<file path="src/include/iflv_pkg.sv">
// Package for the input fault live status bank: register offsets, field positions,
// reset values and the packed structs that carry detector levels.
// Assumes an 8-bit control port with 8-bit register addresses.
`default_nettype none
package iflv_pkg;
  localparam logic [7:0] CH1_INPUT_FAULT_LIVE_ADDR    = 8'h3e;
  localparam logic [7:0] CH2_INPUT_FAULT_LIVE_ADDR    = 8'h3f;
  localparam logic [7:0] OVERVOLTAGE_LIVE_FLAGS_ADDR  = 8'h42;
  localparam logic [7:0] BIAS_MONITOR_LIVE_FLAGS_ADDR = 8'h43;
  localparam logic [7:0] LIVE_RESET                   = 8'h00;
  localparam logic [7:0] UNMAPPED_READ                = 8'h00;
  localparam logic [3:0] OVERVOLTAGE_RESERVED_VALUE   = 4'h0;
  localparam int         CH1_SCAN_ENABLE_BIT          = 7;
  localparam int         CH2_SCAN_ENABLE_BIT          = 6;
  localparam int         SYNC_STAGES                  = 2;

  // Field positions inside each channel register.
  localparam int         CH_OPEN_PAIR_BIT             = 7;
  localparam int         CH_PAIR_SHORTED_BIT          = 6;
  localparam int         CH_POS_GROUND_BIT            = 5;
  localparam int         CH_NEG_GROUND_BIT            = 4;
  localparam int         CH_POS_BIAS_BIT              = 3;
  localparam int         CH_NEG_BIAS_BIT              = 2;
  localparam int         CH_POS_BATTERY_BIT           = 1;
  localparam int         CH_NEG_BATTERY_BIT           = 0;

  // Field positions inside the over-voltage register.
  localparam int         OV_CH1_POS_BIT               = 7;
  localparam int         OV_CH1_NEG_BIT               = 6;
  localparam int         OV_CH2_POS_BIT               = 5;
  localparam int         OV_CH2_NEG_BIT               = 4;
  localparam int         OV_RESERVED_MSB              = 3;
  localparam int         OV_RESERVED_LSB              = 0;

  // Field positions inside the bias-monitor register.
  localparam int         BM_UPPER_BIT                 = 7;
  localparam int         BM_LOWER_BIT                 = 6;
  localparam int         BM_VOICE_UP_BIT              = 5;
  localparam int         BM_VOICE_DOWN_BIT            = 4;
  localparam int         BM_SHORT_BIT                 = 3;
  localparam int         BM_HIGH_CURRENT_BIT          = 2;
  localparam int         BM_LOW_CURRENT_BIT           = 1;
  localparam int         BM_OVERVOLTAGE_BIT           = 0;

  // Per-channel input fault levels; field order gives the register bit order 7 to 0.
  typedef struct packed {
    logic open_pair;
    logic pair_shorted;
    logic pos_to_ground;
    logic neg_to_ground;
    logic pos_to_bias;
    logic neg_to_bias;
    logic pos_to_battery;
    logic neg_to_battery;
  } iflv_channel_fault_type;

  typedef struct packed {
    logic ch1_pos_overvoltage;
    logic ch1_neg_overvoltage;
    logic ch2_pos_overvoltage;
    logic ch2_neg_overvoltage;
  } iflv_overvoltage_type;

  typedef struct packed {
    logic monitor_upper;
    logic monitor_lower;
    logic voice_power_up;
    logic voice_power_down;
    logic bias_short;
    logic bias_high_current;
    logic bias_low_current;
    logic bias_overvoltage;
  } iflv_bias_monitor_type;

  typedef struct packed {
    iflv_channel_fault_type ch1;
    iflv_channel_fault_type ch2;
    iflv_overvoltage_type   overvoltage;
    iflv_bias_monitor_type  bias_monitor;
  } iflv_detector_type;
endpackage
`default_nettype wire

</file>
<file path="src/logic/iflv_live_status.sv">
// Read-only bank of live input fault and interrupt cause flags.
// Assumes detector levels arrive asynchronously from analogue circuits and that the control
// port presents a register address with a read strobe on sys_clk.
//
// Contract
// Channel-one register bit 7 shows open input pair.
// Channel-one bit 6 shows inputs shorted to each other.
// Channel-one bits 5 and 4 show positive and negative shorted to ground.
// Channel-one bits 3 and 2 show pins shorted to bias supply.
// Channel-one bits 1 and 0 show pins shorted to battery sense.
// Channel-two register bit 7 shows open input pair.
// Channel-two bit 6 shows inputs shorted to each other.
// Channel-two bits 5 and 4 show pins shorted to ground.
// Channel-two bits 3 and 2 show pins shorted to bias supply.
// Channel-two bits 1 and 0 show pins shorted to battery sense.
// Over-voltage register bits 7 and 6 flag channel-one pin over-voltage.
// Over-voltage register bits 5 and 4 flag channel-two pin over-voltage.
// Over-voltage bits 3 to 0 reserved, read zero; software writes zero.
// Bias-monitor bits 7 and 6 show monitor upper and lower threshold faults.
// Bias-monitor bits 5 and 4 show voice-activity power-up and power-down.
// Bias-monitor bit 3 shows bias-supply short circuit.
// Bias-monitor bits 2 and 1 show bias high and low current.
// Bias-monitor bit 0 shows bias-supply over-voltage.
// Interrupt flags here are live, not latched, and read-only.
// Channel registers hold live fault status, read-only, zero after reset.
// Latched counterparts clear on read; these live flags do not.
// Channel diagnostics report only while that channel's scan enable is set.
// Flags resample every cycle; reads have no side effect; writes ignored.
// Analogue detector levels pass a two-stage synchroniser first.
`default_nettype none
module iflv_live_status (
  input  wire logic                        sys_clk,
  input  wire logic                        rst,
  input  wire iflv_pkg::iflv_detector_type detector_level,
  input  wire logic                        ch1_scan_enable,
  input  wire logic                        ch2_scan_enable,
  input  wire logic [7:0]                  reg_addr,
  input  wire logic                        reg_read,
  input  wire logic                        reg_write,
  input  wire logic [7:0]                  reg_wdata,
  output logic [7:0]                       reg_rdata,
  output logic                             reg_hit
);

  ////////////////////////////////////////////////////////////////////////////
  // Synchroniser and live flag state.

  iflv_pkg::iflv_detector_type sync_first;
  iflv_pkg::iflv_detector_type sync_second;
  iflv_pkg::iflv_detector_type live;
  iflv_pkg::iflv_detector_type next_live;
  logic [7:0]                  ch1_image;
  logic [7:0]                  ch2_image;
  logic [7:0]                  overvoltage_image;
  logic [7:0]                  bias_monitor_image;
  logic [3:0]                  read_select;
  logic [7:0]                  next_reg_rdata;
  logic                        next_reg_hit;

  ////////////////////////////////////////////////////////////////////////////
  // Address decoding. One one-hot select serves both the hit flag and the
  // data mux, so the two can never disagree about which addresses exist.

  function automatic logic [3:0] decode_select(input logic [7:0] addr);
    decode_select    = 4'h0;
    decode_select[0] = (addr == iflv_pkg::CH1_INPUT_FAULT_LIVE_ADDR);
    decode_select[1] = (addr == iflv_pkg::CH2_INPUT_FAULT_LIVE_ADDR);
    decode_select[2] = (addr == iflv_pkg::OVERVOLTAGE_LIVE_FLAGS_ADDR);
    decode_select[3] = (addr == iflv_pkg::BIAS_MONITOR_LIVE_FLAGS_ADDR);
  endfunction

  function automatic logic mapped(input logic [7:0] addr);
    mapped = |decode_select(addr);
  endfunction

  ////////////////////////////////////////////////////////////////////////////
  // Register images. Fields are placed by position constants, so moving a
  // field touches the package only and never the struct order.

  function automatic logic [7:0] channel_image(input iflv_pkg::iflv_channel_fault_type f);
    channel_image                                = iflv_pkg::LIVE_RESET;
    channel_image[iflv_pkg::CH_OPEN_PAIR_BIT]    = f.open_pair;      // see R1
    channel_image[iflv_pkg::CH_PAIR_SHORTED_BIT] = f.pair_shorted;   // see R2
    channel_image[iflv_pkg::CH_POS_GROUND_BIT]   = f.pos_to_ground;  // see R3
    channel_image[iflv_pkg::CH_NEG_GROUND_BIT]   = f.neg_to_ground;  // see R3
    channel_image[iflv_pkg::CH_POS_BIAS_BIT]     = f.pos_to_bias;    // see R4
    channel_image[iflv_pkg::CH_NEG_BIAS_BIT]     = f.neg_to_bias;    // see R4
    channel_image[iflv_pkg::CH_POS_BATTERY_BIT]  = f.pos_to_battery; // see R5
    channel_image[iflv_pkg::CH_NEG_BATTERY_BIT]  = f.neg_to_battery; // see R5
  endfunction

  // The reserved low nibble is driven from its constant, never from a detector,
  // so a stray level on an unused line cannot leak into a read.
  function automatic logic [7:0] overvoltage_fields(input iflv_pkg::iflv_overvoltage_type f);
    overvoltage_fields                           = iflv_pkg::LIVE_RESET;
    overvoltage_fields[iflv_pkg::OV_CH1_POS_BIT] = f.ch1_pos_overvoltage;
    overvoltage_fields[iflv_pkg::OV_CH1_NEG_BIT] = f.ch1_neg_overvoltage;
    overvoltage_fields[iflv_pkg::OV_CH2_POS_BIT] = f.ch2_pos_overvoltage;
    overvoltage_fields[iflv_pkg::OV_CH2_NEG_BIT] = f.ch2_neg_overvoltage;
    overvoltage_fields[iflv_pkg::OV_RESERVED_MSB:iflv_pkg::OV_RESERVED_LSB] =
      iflv_pkg::OVERVOLTAGE_RESERVED_VALUE;
  endfunction

  function automatic logic [7:0] bias_fields(input iflv_pkg::iflv_bias_monitor_type f);
    bias_fields                                = iflv_pkg::LIVE_RESET;
    bias_fields[iflv_pkg::BM_UPPER_BIT]        = f.monitor_upper;
    bias_fields[iflv_pkg::BM_LOWER_BIT]        = f.monitor_lower;
    bias_fields[iflv_pkg::BM_VOICE_UP_BIT]     = f.voice_power_up;
    bias_fields[iflv_pkg::BM_VOICE_DOWN_BIT]   = f.voice_power_down;
    bias_fields[iflv_pkg::BM_SHORT_BIT]        = f.bias_short;
    bias_fields[iflv_pkg::BM_HIGH_CURRENT_BIT] = f.bias_high_current;
    bias_fields[iflv_pkg::BM_LOW_CURRENT_BIT]  = f.bias_low_current;
    bias_fields[iflv_pkg::BM_OVERVOLTAGE_BIT]  = f.bias_overvoltage;
  endfunction

  // The first stage feeds only the second stage; nothing else looks at it.
  always_ff @(posedge sys_clk) begin
    if (rst) begin
      sync_first  <= '0;
      sync_second <= '0;
    end else begin
      sync_first  <= detector_level;
      sync_second <= sync_first;
    end
  end

  // Scan enables come from logic on this clock, so they gate without synchronising.
  // A disabled channel's register reports no faults rather than a stale scan result; its over-voltage flags still show.
  always_comb begin
    next_live     = sync_second;                           // see R19
    next_live.ch1 = ch1_scan_enable ? sync_second.ch1 : '0;
    next_live.ch2 = ch2_scan_enable ? sync_second.ch2 : '0;
  end

  always_ff @(posedge sys_clk) begin
    if (rst) begin
      live <= '0;
    end else begin
      live <= next_live;
    end
  end

  ////////////////////////////////////////////////////////////////////////////
  // Read port. Reads change no state, unlike the latched copies kept elsewhere,
  // and writes are dropped, so reg_write and reg_wdata steer nothing here.

  // Images are built from the registered live flags, never from the synchroniser,
  // so a read always returns one coherent sample of every field.
  always_comb begin
    ch1_image          = channel_image(live.ch1);          // see R1 see R2 see R3 see R4
    ch2_image          = channel_image(live.ch2);          // see R6 see R7 see R8 see R9
    overvoltage_image  = overvoltage_fields(live.overvoltage); // see R11 see R12
    bias_monitor_image = bias_fields(live.bias_monitor);   // see R14 see R16
  end

  // Without a read the data register keeps its last value, so software that
  // samples late still sees the byte it asked for.
  always_comb begin
    read_select    = decode_select(reg_addr);
    next_reg_hit   = reg_read && mapped(reg_addr);
    next_reg_rdata = reg_rdata;
    if (reg_read) begin                                    // see R21
      unique case (read_select)
        4'h1: begin
          next_reg_rdata = ch1_image;
        end
        4'h2: begin
          next_reg_rdata = ch2_image;
        end
        4'h4: begin
          next_reg_rdata = overvoltage_image;
        end
        4'h8: begin
          next_reg_rdata = bias_monitor_image;
        end
        default: begin
          next_reg_rdata = iflv_pkg::UNMAPPED_READ;
        end
      endcase
    end
  end

  always_ff @(posedge sys_clk) begin
    if (rst) begin
      reg_rdata <= iflv_pkg::LIVE_RESET;
      reg_hit   <= 1'b0;
    end else begin
      reg_rdata <= next_reg_rdata;
      reg_hit   <= next_reg_hit;
    end
  end

endmodule
`default_nettype wire

</file>
<file path="config.mk">
export PLATFORM = sky130hd
export DESIGN_NAME = iflv_live_status
export DESIGN_NICKNAME = d
export VERILOG_FILES = /design/src/include/iflv_pkg.sv /design/src/logic/iflv_live_status.sv
export SDC_FILE = /design/constraint.sdc
export NUM_CORES = 1
export LEC_CHECK = 0
export ABC_AREA = 1
export BUFFER_PORTS_ARGS = -buffer_cell sky130_fd_sc_hd__buf_4
export CORE_MARGIN = 2
export CORE_UTILIZATION = 30
export DETAILED_ROUTE_END_ITERATION = 8
export SYNTH_ARGS = -nofsm -noshare
export SYNTH_HDL_FRONTEND = slang
export SYNTH_SLANG_ARGS = --single-unit
</file>
<file path="constraint.sdc">
create_clock -name sys_clk -period 0.9 [get_ports sys_clk]
set_input_delay 0 -clock sys_clk [delete_from_list [all_inputs] [get_ports sys_clk]]
set_output_delay 0 -clock sys_clk [all_outputs]
set_load 0.05 [all_outputs]
</file>
# Word-level counts from Yosys, hierarchy flattened
# Cells that the tools add are included.
# Widths: inputs -> output; s select.
# classes
add_sub_neg	0
mul	0
div_mod_pow	0
magnitude_cmp	0
n_eq_ne	8
shift	0
muxes	1
n_bitwise	2
n_reduce_logical	4
# ops
op	n
$pmux 8 s4	1
$eq 8x6->1 const B	2
$eq 8x7->1 const B	2
$eq 4x1->1 const B	1
$eq 4x2->1 const B	1
$eq 4x3->1 const B	1
$eq 4x4->1 const B	1
$reduce_or 2->1	2
$reduce_or 4->1	1
$not 1->1	2
$logic_and 1x1->1	1
# word_totals
regBits	93
latch_bits	0
mem_bits_rw	0
mem_bits_ro	0
inputBits	50
output_inout_bits	9
elab_cells	101
memories	0

# Depth between registers and ports, before layout
# Gate-level depths: netlist of the first run.
# logic_depth
ltp_word	3
depth_mapped	8
depth_no_buf	7

# Worst setup path before layout of the first run
# OpenSTA, ideal clock, no wires.
# synth_path
kind	register to register
from	reg, netlist name reg_rdata[0]
to	reg reg_rdata[0]
setup_time_ns	0.068
arrival_ns	0.863
t_required_ns	0.832
path_slack_ns	-0.031
path_stages_with_launch	3
n_path_buf	0
synth_period_minus_slack_ns	0.931
cell_sequence	dfxtp_1 nand2_1 a21oi_2
# synth_lines
element	line	rtl
end signal: assignment	iflv_live_status.sv:185	reg_rdata <= iflv_pkg::LIVE_RESET;
end signal: assignment	iflv_live_status.sv:188	reg_rdata <= next_reg_rdata;
end: declaration	iflv_live_status.sv:41	output logic [7:0] reg_rdata,

# Final worst setup path of the first run
# layout_path
from	reg reg_rdata[0]
to	out reg_rdata[0]
# No word-level cell between the ends.

==> results.md, run 1 <==
* Max-slew headroom at 78.30%
* Placeable Area at 0.009774 mm²
* Area Growth Syn to Fin at 36.03%
* Final hold vios at 11
* GRT Util Overall at 10.06%
* First-pass GRT wire length at 8832 µm
* WP data required at 0.90 ns
* Power Dens Cells at 1861 mW/mm²
* Routed Antenna Nets at 0
* Final Critical Period at 0.8573 ns
* Worst Path Buf+Inv at 1
* Worst skew pair latency at 0.35 ns
* Clock buffer count from CTS at 9
* GPL Wtd Cong at 0.7874
* DP Worst Slack at -0.1079 ns
* Clk buf depth at 2
* Ys Warns at 0
* Startpoint types: flip-flop
* Seq pwr share at 55.9%
* Setup TNS at 0 ns
* H-tree depth at 3
* CTS tree: yes
* Layout fillers at 1001
* Reg2Reg Setup Slack at 0.12 ns
* Initial antenna violation count at 0
* Seq/Total Area, Yosys at 61.41%
* Setup Skew at 0.006534 ns
* Critical path's top delay family: flip-flops
* Setup crit end kind: output port
* Hold/Removal Path Class: input port to flip-flop
* Logic pwr share at 6.8%
* Row count at 36
* Reg clk slew, reported paths at 0.09 ns
* Final std cells w/o fill at 586
* Post-synthesis register bit count at 93
* Largest net degree at the start of global routing at 22
* Switch Pwr at 1.668 mW
* Overflow after GRT at 0
* Synthesized area at 0.003032 mm²
* Lkg Pwr at 1.896 nW
* Port Buffers at 49
* Worst VDD drop at 630.8 µV
* Status: finished, violations left
* Worst-margin pin slew at 0.3242 ns
* Mean Syn Cell Area at 8.306 µm²
* R2R depth at 4
* Clock power share at 37.3%
* MaxCap Viol Count at 0
* Yosys cell types at 19
* Vias in the first global route at 2108
* Chip height at 104.5 µm
* First-pass DRT Iterations at 4
* Total chip power at 7.674 mW
* Hold Slack at -0.04681 ns
* DP HPWL at 3603 µm
* Routed length per instance at 8.635 µm
* Width of the die at 104.5 µm
* CP max FO at 2
* Endpoints failing setup at 0
* CP peak stage delay at 0.35 ns
* Crit path kind: flip-flop to output port
* Nets at 498
* Reg2reg end: reg_rdata[6]
* Multi-input logic area at 743.2 µm²
* Placed cell area at 0.003573 mm²
* Failing checks: hold timing
* Fin worst setup slack at 0.04274 ns
* Vias at 2203
* Hold path startpoint: rst
* Initial DRC count at 56
* CP Data Arrival Time at 0.86 ns
* Antenna cells at 0
* Worst reg2reg startpoint: ch2_image[6]
* Final std cell area, no fill at 0.004124 mm²
* CP Cell Sequence: buf_6
* Placed Cells at 540
* Vias/cell at 3.759
* Number of stages on the worst hold path at 2
* Total wire length at 5060 µm
* Residual DRC at 0
* Switching share of power at 21.73%
* Mapped Cells at 365
* Starting Density at 31.02%
* I/O pins at 59
* Root Driver: clkbuf_8
* CP max-delay cell: dfxtp_2
* Period utilization at 95.25%
* Worst hold endpoint: sync_first[26]
* FF+latch area at 0.001872 mm²
* Share of layout cells above drive strength 1 at 20.09%
* Cell internal pwr at 6.006 mW
* Die ar. at 0.01093 mm²
* TritonCTS sink count at 93
* Fmax at 1167 MHz
* Slew Limit Fails at 0
* Syn nets at 415
## cell type report
class                           count  share of cell area (%)
Clock buffer                       11                   3.671
Multi-Input combinational cell    167                   18.02
Clock inverter                      5                   1.578
Sequential cell                    93                   45.39
Timing Repair Buffer               84                   18.75
Tap cell                          133                   4.035
Inverter                           93                   8.556
## cell usage after synthesis
master | n | area (µm²)
dfxtp_1 | 93 | 1862
buf_6 | 1 | 11.26
nand2_2 | 1 | 6.260
nand3_1 | 32 | 160.2
inv_1 | 91 | 341.6
nor2_1 | 85 | 319.1
inv_2 | 1 | 3.750
clkbuf_1 | 5 | 18.77
nor2_4 | 4 | 45.04
a21oi_2 | 4 | 35.03
o21ai_1 | 6 | 30.03
clkinv_1 | 1 | 3.750
nand2_1 | 29 | 108.9
a211oi_2 | 1 | 12.51
a21oi_1 | 4 | 20.02
buf_2 | 4 | 20.02
buf_4 | 1 | 7.510
nor2_2 | 1 | 6.260
buf_12 | 1 | 20.02
## layout by cell type, fill, tap and decap left out
cell / count
a21oi_1: 4
nand2_1: 29
nor2_1: 85
buf_6: 8
nor2_2: 1
clkinvlp_4: 1
buf_4: 43
inv_2: 1
dfxtp_1: 85
clkinv_4: 2
bufinv_16: 1
dlygate4sd3_1: 30
nor2_4: 4
inv_6: 2
nand3_1: 32
buf_12: 3
dfxtp_2: 8
inv_1: 91
a21oi_2: 4
a211oi_2: 1
nand2_2: 1
clkbuf_8: 11
o21ai_1: 6
## per-stage QoR
step	util [%]	hold WS, ns
6_report	42.19	-0.04681
2_1_floorplan	-	0.1070
3_5_place_dp	36.56	0.2074
3_3_place_gp	36.56	0.2088
5_1_grt	42.19	-0.02949
4_1_cts	42.05	-0.03592
## logic make-up after synthesis
family | after synthesis | share of synthesized area [%]
and+or+nand+nor | 152 | 21.30
DFF | 93 | 61.41
buffers and inverters | 105 | 14.07
AOI/OAI and AO/OA | 15 | 3.219
## timing repair
item	CTS	global route
resized for setup	8	1
setup buffers	0	0
hold buffers	29	1
endpoints found under the hold margin	39	6
endpoints found under the setup margin	8	9
## state kept, by name, summed over array words and instances (netlist names)
| register | count |
|---|---|
| bias_monitor_image | 8 |
| ch1_image | 8 |
| ch2_image | 8 |
| live | 4 |
| next_live | 12 |
| reg_hit | 1 |
| reg_rdata | 8 |
| sync_first | 28 |
| sync_second | 16 |
## how the worst max path moves through the flow
stage          slack [ns]  depth (start not counted)         start            to
2_1_floorplan        0.14                          2  reg_rdata[0]  reg_rdata[0]
3_3_place_gp        -0.03                          9   reg_addr[7]  reg_rdata[3]
3_5_place_dp        -0.11                          8   reg_addr[0]  reg_rdata[6]
4_1_cts              0.01                          1  reg_rdata[1]  reg_rdata[1]
5_1_grt            -0.002                          5      reg_read  reg_rdata[5]
6_report             0.04                          1  reg_rdata[0]  reg_rdata[0]
## power groups by stage
stage	sequential (mW)	combinational, mW	clock [mW]
2_1_floorplan	4.38	0.237	0
3_3_place_gp	4.39	0.418	0
3_5_place_dp	4.39	0.424	0
4_1_cts	4.29	0.523	2.96
5_1_grt	4.30	0.594	3.10
6_report	4.29	0.523	2.86
## layer usage
layer / share of wire (%) / global-route usage [%]
met2: 46 / 16.25
met3: 4.4 / 2.945
met1: 47 / 11.72
met4: 2.6 / 6.178
met5: 0 / 0
No activity file was read; power rests on OpenSTA's default activity.
==> run 2: changes to the inputs <==
==> constraint.sdc (replaced) <==
create_clock -name sys_clk -period 1.05 [get_ports sys_clk]
set_input_delay 0 -clock sys_clk [delete_from_list [all_inputs] [get_ports sys_clk]]
set_output_delay 0 -clock sys_clk [all_outputs]
set_load 0.05 [all_outputs]
==> run 2 against run 1 <==
Effect of this change: the flow now finishes without violations; final area grew 0.52%; global-route usage grew 0.22 points; critical path depth grew 4; combinational power shrank 13%; largest cell class unchanged; utilization grew 0.22 points.
==> results.md, run 2 (same netlist as run 1, synthesis figures left out) <==
* Setup crit end kind: flip-flop
* Reg2Reg Setup Slack at 0.27 ns
* Hold Slack at 0.01817 ns
* Period utilization at 99.35%
* Setup TNS at 0 ns
* Post-CTS Setup Bufs at 0
* Reg clk slew, reported paths at 0.08 ns
* First-pass DRT Iterations at 4
* Hold path startpoint: ch1_scan_enable
* Vias in the first global route at 2049
* Row count at 36
* Lkg Pwr at 1.926 nW
* Overflow after GRT at 0
* Root Driver: clkbuf_8
* Largest net degree at the start of global routing at 22
* Final std cell area, no fill at 0.004145 mm²
* CTS tree: yes
* Worst reg2reg startpoint: bias_monitor_image[5]
* Slew Limit Fails at 0
* Vias at 2206
* CP Data Arrival Time at 1.28 ns
* Total chip power at 6.847 mW
* Max-slew headroom at 76.11%
* CP Cell Sequence: dlygate4sd3_1, buf_4, inv_1, nor2_1, dlygate4sd3_1
* Max reg flops at 28
* Multi-input logic area at 743.2 µm²
* Share of layout cells above drive strength 1 at 17.65%
* Routed Antenna Nets at 0
* Crit path from: detector_level[13]
* Worst skew pair latency at 0.35 ns
* Hold/Removal Path Class: input port to flip-flop
* Nets at 504
* CP max FO at 1
* Startpoint types: input port
* DP HPWL at 3490 µm
* Placed cell area at 0.003531 mm²
* First-pass GRT wire length at 8728 µm
* Fmax at 958.6 MHz
* I/O pins at 59
* Starting Density at 31.02%
* Residual DRC at 0
* Area Growth Syn to Fin at 36.73%
* Routed length per instance at 8.399 µm
* Initial DRC count at 64
* Endpoints failing setup at 0
* FF+latch area at 0.001862 mm²
* Worst-margin pin slew at 0.3575 ns
* GRT Util Overall at 10.29%
* Setup Skew at 0.009058 ns
* Layout fillers at 986
* RSZ-0062 raised after global routing: false
* Most used cell, CP: dlygate4sd3_1
* Final hold vios at 0
* DP Worst Slack at 0.006233 ns
* Port Buffers at 49
* WP data required at 1.29 ns
* Width of the die at 104.5 µm
* Chip height at 104.5 µm
* Total wire length at 4972 µm
* Vias/cell at 3.726
* Fin worst setup slack at 0.006826 ns
* CP peak stage delay at 0.55 ns
* Clk buf depth at 2
* Biggest register: sync_first
* CP max-delay cell: dlygate4sd3_1
* Commonest non-fill, non-tap cell in the layout: dfxtp_1
* Placeable Area at 0.009774 mm²
* Crit path kind: input port to flip-flop
* Final Critical Period at 1.043 ns
* GPL Wtd Cong at 0.7264
* TritonCTS sink count at 93
* Antenna cells at 0
* Status: finished clean
* Worst VDD drop at 600.5 µV
* Commonest non-fill, non-tap cells in the layout: dfxtp_1 (93), inv_1 (91), nor2_1 (85)
* Initial antenna violation count at 0
* H-tree depth at 3
* MaxCap Viol Count at 0
* Die ar. at 0.01093 mm²
* Power Dens Cells at 1652 mW/mm²
* Clock buffer count from CTS at 9
run 2: final cells by class:
type                       count  area share (%)
clock inverter                 3           1.570
inverter                      93           8.421
multi-input combinational    167           17.93
timing repair buffer          90           18.83
tap                          133           4.014
clock buffer                  13           4.316
sequential                    93           44.91
run 2: worst max-delay path: cells and delay by family:
kind / cells / cell delay (ns)
buffers and inverters: 4 / 1.25
and+or+nand+nor: 1 / 0.03
run 2: power by group:
| group | switching, mW | internal (mW) | leakage, nW |
|---|---|---|---|
| registers | 0.0300 | 3.65 | 0.763 |
| logic | 0.199 | 0.254 | 1.04 |
| clock network | 1.12 | 1.60 | 0.126 |
run 2: worst paths after layout:
kind / to / depth (start not counted)
hold reg to reg: sync_second[17] / 2
hold / removal: ch1_image[3] / 3
setup / recovery: sync_first[13] / 5
setup reg to reg: reg_rdata[5] / 4
run 2: repair_timing:
item,in CTS,in global routing
setup endpoints to repair,0,9
hold endpoints to repair,41,8
resized for setup,0,0
hold buffers,44,2
run 2: through the flow:
stage	cells	utilization (%)
after CTS	599	43.13
after floorplan	365	-
after global routing	592	42.41
final	592	42.41
after detailed placement	539	36.12
after global placement	539	36.12
run 2: per-layer routing:
layer  vias to the layer above  GRT usage, %  share of wire (%)
met5                         -             0                  0
met4                         0         6.467                3.3
met3                        13         4.073                5.1
met2                        49         16.34                 44
met1                       922         11.48                 48
li1                       1222             -                  -
